[src/verilog/seq_pkg.sv]
/*
 * Shared constants and types for the handset power sequencer.
 * Assumes a 200 MHz system clock; all timer counts derive from it.
 */
package seq_pkg;
    localparam int unsigned CLK_MHZ = 200;
    // Timer figures in their own units.
    localparam int unsigned DEBOUNCE_MS = 32;
    localparam int unsigned RESET_DELAY_MS = 20;
    localparam int unsigned REG_DELAY_STD_US = 125;
    localparam int unsigned REG_DELAY_OPT_MS = 10;
    localparam int unsigned HOLD_WINDOW_MS = 500;
    localparam int unsigned FLAG_FILTER_US = 6;
    // Cycle counts derived from the figures.
    localparam int unsigned DEBOUNCE_CYC = DEBOUNCE_MS * 1000 * CLK_MHZ;
    localparam int unsigned RESET_DELAY_CYC = RESET_DELAY_MS * 1000 * CLK_MHZ;
    localparam int unsigned REG_DELAY_STD_CYC = REG_DELAY_STD_US * CLK_MHZ;
    localparam int unsigned REG_DELAY_OPT_CYC = REG_DELAY_OPT_MS * 1000 * CLK_MHZ;
    localparam int unsigned HOLD_WINDOW_CYC = HOLD_WINDOW_MS * 1000 * CLK_MHZ;
    localparam int unsigned FLAG_FILTER_CYC = FLAG_FILTER_US * CLK_MHZ;
    localparam int unsigned TIMER_W = 28;

    typedef enum logic [3:0] {
        ST_OFF = 4'h0,
        ST_PRI_ON = 4'h1,
        ST_PRI_WAIT = 4'h2,
        ST_SEC_ON = 4'h3,
        ST_RST_WAIT = 4'h4,
        ST_HOLD_WAIT = 4'h5,
        ST_RUN = 4'h6,
        ST_DN_RST = 4'h7,
        ST_DN_SEC = 4'h8,
        ST_DN_PRI = 4'h9
    } seq_state_t;

    typedef struct packed {
        logic primary_en;
        logic secondary_en;
        logic sys_reset_n;
        logic key_irq_n;
    } seq_out_t;

    localparam seq_out_t OUT_RESET = '{primary_en: 1'b0, secondary_en: 1'b0, sys_reset_n: 1'b0, key_irq_n: 1'b1};
endpackage

[src/verilog/debounce.sv]
/*
 * Debouncer: output follows the input only after it has stayed steady
 * for the full count. Assumes the input is already synchronised.
 */
`timescale 1ns/1ps
module debounce #(
    parameter int unsigned COUNT = 6400000,
    parameter logic INIT = 1'b0
) (
    input wire logic clk,
    input wire logic rst_n,
    input wire logic din,
    output logic dout
);
    localparam int unsigned W = $clog2(COUNT + 1);
    logic [W-1:0] cnt_r;
    logic dout_r;
    wire differ = (din != dout_r);
    wire done = (cnt_r == W'(COUNT - 1));

    always_ff @(posedge clk or negedge rst_n) begin
        if (!rst_n) begin
            cnt_r <= '0;
            dout_r <= INIT;
        end else if (!differ) begin
            cnt_r <= '0;
        end else if (done) begin
            cnt_r <= '0;
            dout_r <= din;
        end else begin
            cnt_r <= cnt_r + W'(1);
        end
    end

    assign dout = dout_r;
endmodule

[src/verilog/power_sequencer.sv]
/*
 * Power sequencer for two regulators: debounced start inputs, ordered
 * enable, reset release and hold-window supervision.
 * Assumes the comparator outputs and pins are synchronous-ish levels;
 * they pass through two flip-flops anyway before use.
 */
`timescale 1ns/1ps
// How it works
// - Comparator rise at rise threshold sets flag.
// - Comparator fall threshold clears flag, hysteresis.
// - Output-good flags stay internal, no port.
// - Flags follow comparators within ten microseconds.
// - Key and charger accepted after debounce.
// - Reset released after reset delay.
// - Secondary disabled reset delay after reset.
// - Secondary enabled regulator delay after primary.
// - Primary disabled regulator delay after secondary.
// - Variant selects the longer regulator delay.
// - Hold window timed from reset release.
// - Key start asserts interrupt until hold, charger or timeout.
// - Hold window expiry forces full power-down.
// - Hold low shuts down in reverse order.
// - Charger starts silently, blocks hold shutdown.
module power_sequencer #(
    parameter int unsigned DEBOUNCE_CYC = seq_pkg::DEBOUNCE_CYC,
    parameter int unsigned RESET_DELAY_CYC = seq_pkg::RESET_DELAY_CYC,
    parameter int unsigned REG_DELAY_OPT_CYC = seq_pkg::REG_DELAY_OPT_CYC,
    parameter int unsigned HOLD_WINDOW_CYC = seq_pkg::HOLD_WINDOW_CYC,
    parameter int unsigned REG_DELAY_STD_CYC = seq_pkg::REG_DELAY_STD_CYC,
    parameter int unsigned FLAG_FILTER_CYC = seq_pkg::FLAG_FILTER_CYC,
    parameter logic LONG_REG_DELAY = 1'b0
) (
    input wire logic clk,
    input wire logic reset_n,
    input wire logic power_key_in,
    input wire logic charger_detect_n,
    input wire logic power_hold_in,
    input wire logic primary_above_rise,
    input wire logic primary_below_fall,
    input wire logic secondary_above_rise,
    input wire logic secondary_below_fall,
    output logic primary_regulator_en,
    output logic secondary_regulator_en,
    output logic sys_reset_n,
    output logic key_irq_n
);
    localparam int unsigned TW = seq_pkg::TIMER_W;

    logic [1:0] rst_sync_r;
    logic rst_n;
    always_ff @(posedge clk or negedge reset_n) begin
        if (!reset_n) begin
            rst_sync_r <= 2'h0;
        end else begin
            rst_sync_r <= {rst_sync_r[0], 1'b1};
        end
    end
    assign rst_n = rst_sync_r[1];

    localparam int NIN = 7;
    wire [NIN-1:0] raw_in = {power_key_in, charger_detect_n, power_hold_in, primary_above_rise,
                             primary_below_fall, secondary_above_rise, secondary_below_fall};
    localparam logic [NIN-1:0] IN_INIT = 7'h20;
    logic [NIN-1:0] meta_r;
    logic [NIN-1:0] sync_r;
    genvar gi;
    generate
        for (gi = 0; gi < NIN; gi++) begin : g_sync
            always_ff @(posedge clk or negedge rst_n) begin
                if (!rst_n) begin
                    meta_r[gi] <= IN_INIT[gi];
                    sync_r[gi] <= IN_INIT[gi];
                end else begin
                    meta_r[gi] <= raw_in[gi];
                    sync_r[gi] <= meta_r[gi];
                end
            end
        end
    endgenerate
    wire key_s = sync_r[6];
    wire chg_n_s = sync_r[5];
    wire hold_s = sync_r[4];
    wire [1:0] above_s = {sync_r[3], sync_r[1]};
    wire [1:0] below_s = {sync_r[2], sync_r[0]};

    logic key_db;
    logic chg_n_db;
    debounce #(.COUNT(DEBOUNCE_CYC), .INIT(1'b0)) u_key_db (
        .clk(clk),
        .rst_n(rst_n),
        .din(key_s),
        .dout(key_db)
    );
    debounce #(.COUNT(DEBOUNCE_CYC), .INIT(1'b1)) u_chg_db (
        .clk(clk),
        .rst_n(rst_n),
        .din(chg_n_s),
        .dout(chg_n_db)
    );

    // Flags: index 1 primary, 0 secondary. A short glitch filter keeps
    // comparator chatter out while staying well inside ten microseconds.
    logic [1:0] flag_r;
    generate
        for (gi = 0; gi < 2; gi++) begin : g_flag
            logic [TW-1:0] fcnt_r;
            wire want_set = above_s[gi] && !flag_r[gi];
            wire want_clr = below_s[gi] && flag_r[gi];
            wire want = want_set || want_clr;
            wire fdone = (fcnt_r == TW'(FLAG_FILTER_CYC - 1));
            always_ff @(posedge clk or negedge rst_n) begin
                if (!rst_n) begin
                    fcnt_r <= '0;
                    flag_r[gi] <= 1'b0;
                end else if (!want) begin
                    fcnt_r <= '0;
                end else if (fdone) begin
                    fcnt_r <= '0;
                    flag_r[gi] <= want_set;
                end else begin
                    fcnt_r <= fcnt_r + TW'(1);
                end
            end
        end
    endgenerate
    wire pri_good = flag_r[1];
    wire sec_good = flag_r[0];

    localparam int unsigned REG_CYC = LONG_REG_DELAY ? REG_DELAY_OPT_CYC : REG_DELAY_STD_CYC;

    seq_pkg::seq_state_t state_r;
    seq_pkg::seq_state_t state_nxt;
    seq_pkg::seq_out_t out_r;
    seq_pkg::seq_out_t out_nxt;
    logic [TW-1:0] tmr_r;
    logic [TW-1:0] tmr_nxt;
    logic key_db_d_r;
    logic chg_n_db_d_r;

    wire key_rise = key_db && !key_db_d_r;
    wire chg_fall = !chg_n_db && chg_n_db_d_r;
    wire tmr_zero = (tmr_r == '0);
    wire on_charger = !chg_n_db;
    wire host_off = !hold_s && !on_charger;
    wire rail_lost = !pri_good || !sec_good;

    always_comb begin
        state_nxt = state_r;
        out_nxt = out_r;
        tmr_nxt = tmr_zero ? tmr_r : tmr_r - TW'(1);
        case (state_r)
            seq_pkg::ST_OFF: begin
                if (key_rise || chg_fall) begin
                    out_nxt.key_irq_n = !key_rise;
                    out_nxt.primary_en = 1'b1;
                    state_nxt = seq_pkg::ST_PRI_ON;
                end
            end
            seq_pkg::ST_PRI_ON: begin
                if (pri_good) begin
                    tmr_nxt = TW'(REG_CYC);
                    state_nxt = seq_pkg::ST_PRI_WAIT;
                end
            end
            seq_pkg::ST_PRI_WAIT: begin
                if (tmr_zero) begin
                    out_nxt.secondary_en = 1'b1;
                    state_nxt = seq_pkg::ST_SEC_ON;
                end
            end
            seq_pkg::ST_SEC_ON: begin
                if (sec_good) begin
                    tmr_nxt = TW'(RESET_DELAY_CYC);
                    state_nxt = seq_pkg::ST_RST_WAIT;
                end
            end
            seq_pkg::ST_RST_WAIT: begin
                if (tmr_zero) begin
                    out_nxt.sys_reset_n = 1'b1;
                    tmr_nxt = TW'(HOLD_WINDOW_CYC);
                    state_nxt = seq_pkg::ST_HOLD_WAIT;
                end
            end
            seq_pkg::ST_HOLD_WAIT: begin
                if (hold_s || on_charger) begin
                    out_nxt.key_irq_n = 1'b1;
                    state_nxt = seq_pkg::ST_RUN;
                end else if (tmr_zero) begin
                    out_nxt.key_irq_n = 1'b1;
                    out_nxt.sys_reset_n = 1'b0;
                    tmr_nxt = TW'(RESET_DELAY_CYC);
                    state_nxt = seq_pkg::ST_DN_RST;
                end
            end
            seq_pkg::ST_RUN: begin
                if (host_off || rail_lost) begin
                    out_nxt.sys_reset_n = 1'b0;
                    tmr_nxt = TW'(RESET_DELAY_CYC);
                    state_nxt = seq_pkg::ST_DN_RST;
                end
            end
            seq_pkg::ST_DN_RST: begin
                if (tmr_zero) begin
                    out_nxt.secondary_en = 1'b0;
                    state_nxt = seq_pkg::ST_DN_SEC;
                end
            end
            seq_pkg::ST_DN_SEC: begin
                if (!sec_good) begin
                    tmr_nxt = TW'(REG_CYC);
                    state_nxt = seq_pkg::ST_DN_PRI;
                end
            end
            seq_pkg::ST_DN_PRI: begin
                if (tmr_zero) begin
                    out_nxt.primary_en = 1'b0;
                    state_nxt = seq_pkg::ST_OFF;
                end
            end
            default: begin
                out_nxt = seq_pkg::OUT_RESET;
                state_nxt = seq_pkg::ST_OFF;
            end
        endcase
    end

    always_ff @(posedge clk or negedge rst_n) begin
        if (!rst_n) begin
            state_r <= seq_pkg::ST_OFF;
            out_r <= seq_pkg::OUT_RESET;
            tmr_r <= '0;
            key_db_d_r <= 1'b0;
            chg_n_db_d_r <= 1'b1;
        end else begin
            state_r <= state_nxt;
            out_r <= out_nxt;
            tmr_r <= tmr_nxt;
            key_db_d_r <= key_db;
            chg_n_db_d_r <= chg_n_db;
        end
    end

    assign primary_regulator_en = out_r.primary_en;
    assign secondary_regulator_en = out_r.secondary_en;
    assign sys_reset_n = out_r.sys_reset_n;
    assign key_irq_n = out_r.key_irq_n;
endmodule

[config.mk]
export PLATFORM = sky130hd
export DESIGN_NAME = power_sequencer
export DESIGN_NICKNAME = d
export VERILOG_FILES = /design/src/verilog/seq_pkg.sv /design/src/verilog/debounce.sv /design/src/verilog/power_sequencer.sv
export SDC_FILE = /design/constraint.sdc
export NUM_CORES = 1
export LEC_CHECK = 0
export ABC_CLOCK_PERIOD_IN_PS = 4400
export BUFFER_PORTS_ARGS = -buffer_cell sky130_fd_sc_hd__buf_2
export CORE_MARGIN = 2
export CORE_UTILIZATION = 57
export DETAILED_ROUTE_END_ITERATION = 12
export PLACE_DENSITY = 0.76
export SYNTH_ARGS = -nofsm -noshare
export SYNTH_HDL_FRONTEND = slang
export SYNTH_SLANG_ARGS = --single-unit
[constraint.sdc]
create_clock -name clk -period 4.4 [get_ports clk]
set_input_delay 0 -clock clk [delete_from_list [all_inputs] [get_ports clk]]
set_output_delay 0 -clock clk [all_outputs]
set_load 0.05 [all_outputs]
==> results_dict.tcl <==
set metrics [dict create \
    synth_area_leaders "dfrtp_1 (49%), xor2_1 (7.9%), nor2_1 (7.1%)" \
    clockBufferDepth 2 \
    die_height_um 122 \
    synth_area_um2 7940 \
    synth_fp_nets 829 \
    path_clk_slew_ps 60 \
    cts_setup_buffers 0 \
    fin_util 0.645 \
    cts-root-buf "clkbuf_16" \
    cts.sinks 160 \
    synthCells 814 \
    crit-reg2reg-launch "tmr_r[0]" \
    fin_nets 846 \
    syn2layout_area_growth_pct 11.4 \
    overflow 0 \
    reg2reg_slack_ps 1560 \
    drtIter0Drc 494 \
    worst_pin_slew_ps 941 \
    tns_ps 0 \
    setup_violations 0 \
    hold_path_class "input port to register" \
    grt_max_degree 95 \
    grt_use_total 0.240 \
    min-delay-start "power_hold_in" \
    cp_max_fo 12 \
    synth.yosys.warnings 0 \
    required_ps 4670 \
    port_buffers 12 \
    min_to "meta_r[4]" \
    outcome "completed" \
    max_cap_viol_count 0 \
    cts_tree "done" \
    slew_viol_final 0 \
    yosysTopAreaCellShare 0.488 \
    synth-seq-cells 160 \
    fin_ws_ps 1560 \
    n_antenna_cell 0 \
    antenna_found_initial 0 \
    endpoint_kind "register" \
    start_util 0.579 \
    drtPass1Iterations 5 \
    drc 0 \
    ir_drop_uv 276 \
    period_share 0.644 \
    maxSlewHeadroom 0.372 \
    hold_depth 2 \
    yosysMostFrequentCell "dfrtp_1" \
    startpoint_type "register" \
    synth_top_cell_by_area "dfrtp_1" \
    timing.rr.end "tmr_r[9]" \
    vias_per_cell 5.77 \
    reg2regPathDepth 8 \
    hold_viol 0 \
    core-area_um2 13700 \
    power_mw 3.10 \
    dp_worst_setup_slack_ps 1610 \
    numCtsBuffers 17 \
    skew_ps 8.13 \
    ys_seq_area_frac 0.505 \
    die_w_um 122 \
    layout-drive-gt1-share 0.0924 \
    synth_edf_count 0 \
    ctsHtreeMaxLevel 4 \
    num_rows 43 \
    syn_avg_cell_area_um2 9.76 \
    synth-async-reset-ratio 1.00 \
    clock_latency_ps 430 \
    grt_pass1_vias 6052 \
    max_freq_mhz 353 \
    die_area_um2 14900 \
    crit_type "register to register" \
    p_leak_nw 3.96 \
    ys.flop_type "dfrtp_1" \
    ant_nets 0 \
    grt_pass1_wl_um 28500 \
    synth_common_cells "dfrtp_1 (155), nor2_1 (151), xor2_1 (72)" \
    routed_wl_um 16000 \
    vias 5911 \
    wire_per_inst_um 15.7 \
    power.density_nw_per_um2 350 \
    ys_types 69 \
    crit_arrival_ps 3100 \
    gp_congestion 0.944 \
    dp_hpwl_um 10600 \
    ios 13 \
    rsz0062_at_grt "false" \
    final.min_clock_period_ps 2840 \
]
sequential cells by signal, summed over array words and instances (netlist names), 2 cells and up:
signal	count
g_flag.fcnt_r	56
tmr_r	28
u_chg_db.cnt_r	23
u_key_db.cnt_r	23
meta_r	7
state_r	4
above_s	2
below_s	2
rst_sync_r	2
layout make-up:
cell class / count / area (µm²)
Timing Repair Buffer: 23 / 178
Sequential cell: 160 / 4010
Clock inverter: 9 / 130
Inverter: 18 / 67.6
Tap cell: 180 / 225
Fill cell: 1102 / 4870
Multi-Input combinational cell: 611 / 3750
Clock buffer: 23 / 488
how the worst max path moves through the flow:
stage / cells after the start / startpoint / endpoint / slack [ps]
2_1_floorplan: 0 / rst_sync_r[1] / above_s[0] / 1760
3_3_place_gp: 6 / state_r[0] / tmr_r[4] / 1800
3_5_place_dp: 8 / tmr_r[0] / tmr_r[10] / 1610
4_1_cts: 8 / tmr_r[0] / tmr_r[10] / 1550
5_1_grt: 8 / tmr_r[0] / tmr_r[2] / 1280
6_report: 8 / tmr_r[0] / tmr_r[9] / 1560
layer usage:
metal	up-vias	wire (µm)	GRT usage
met4	0	240	0.0905
met2	81	8170	0.399
met3	25	435	0.0478
li1	2847	-	-
met5	-	0	0
met1	2958	7190	0.313
kinds of logic (layout without fill, tap and decap cells):
logic type | after synthesis | count (layout) | synth area share
compound gates | 83 | 83 | 0.0707
other cells | 1 | 1 | 0.000472
fa+ha+maj | 6 | 6 | 0.00945
flops | 160 | 160 | 0.505
xor+xnor | 111 | 111 | 0.122
simple gates | 408 | 408 | 0.266
buf+inv | 43 | 73 | 0.0232
mux | 2 | 2 | 0.00268
timing repair:
item	in CTS	in global routing
endpoints found under the hold margin	9	0
hold buffers	9	0
resized for setup	0	0
cell usage in the layout, fill, tap and decap left out, types with 9 or more instances in the layout:
master	n
inv_1	18
nand2_1	65
nor3_1	19
dfrtp_1	154
xor2_1	72
clkbuf_16	17
dlygate4sd3_1	9
nor2_1	151
xnor2_1	39
nand4_1	26
o21ai_0	17
buf_2	12
nor4_1	16
nand3_1	42
and3_1	22
a21oi_1	16
stage by stage:
stage / cell area [µm²] / instances / hold slack (ps)
after global placement: 8140 / 983 / -215
after detailed placement: 8140 / 983 / -212
final: 8850 / 1024 / 218
after floorplan: 7950 / 814 / -296
after global routing: 8850 / 1024 / 218
after CTS: 8850 / 1024 / 206
power by group:
group	internal, mW	total (mW)	switching [mW]
logic	0.0207	0.0619	0.0412
registers	1.49	1.51	0.0229
clock network	0.952	1.53	0.576
worst max-delay path: stages, from the launching register on:
cell and delay, ps:
dfrtp_1 400, inv_1 90, ha_1 210, nor3b_2 340, nand4_4 210, nor3_4 450
a21oi_1 140, nor2b_1 710, nor2_1 130
Note: power is estimated with default switching activity, not from simulation.
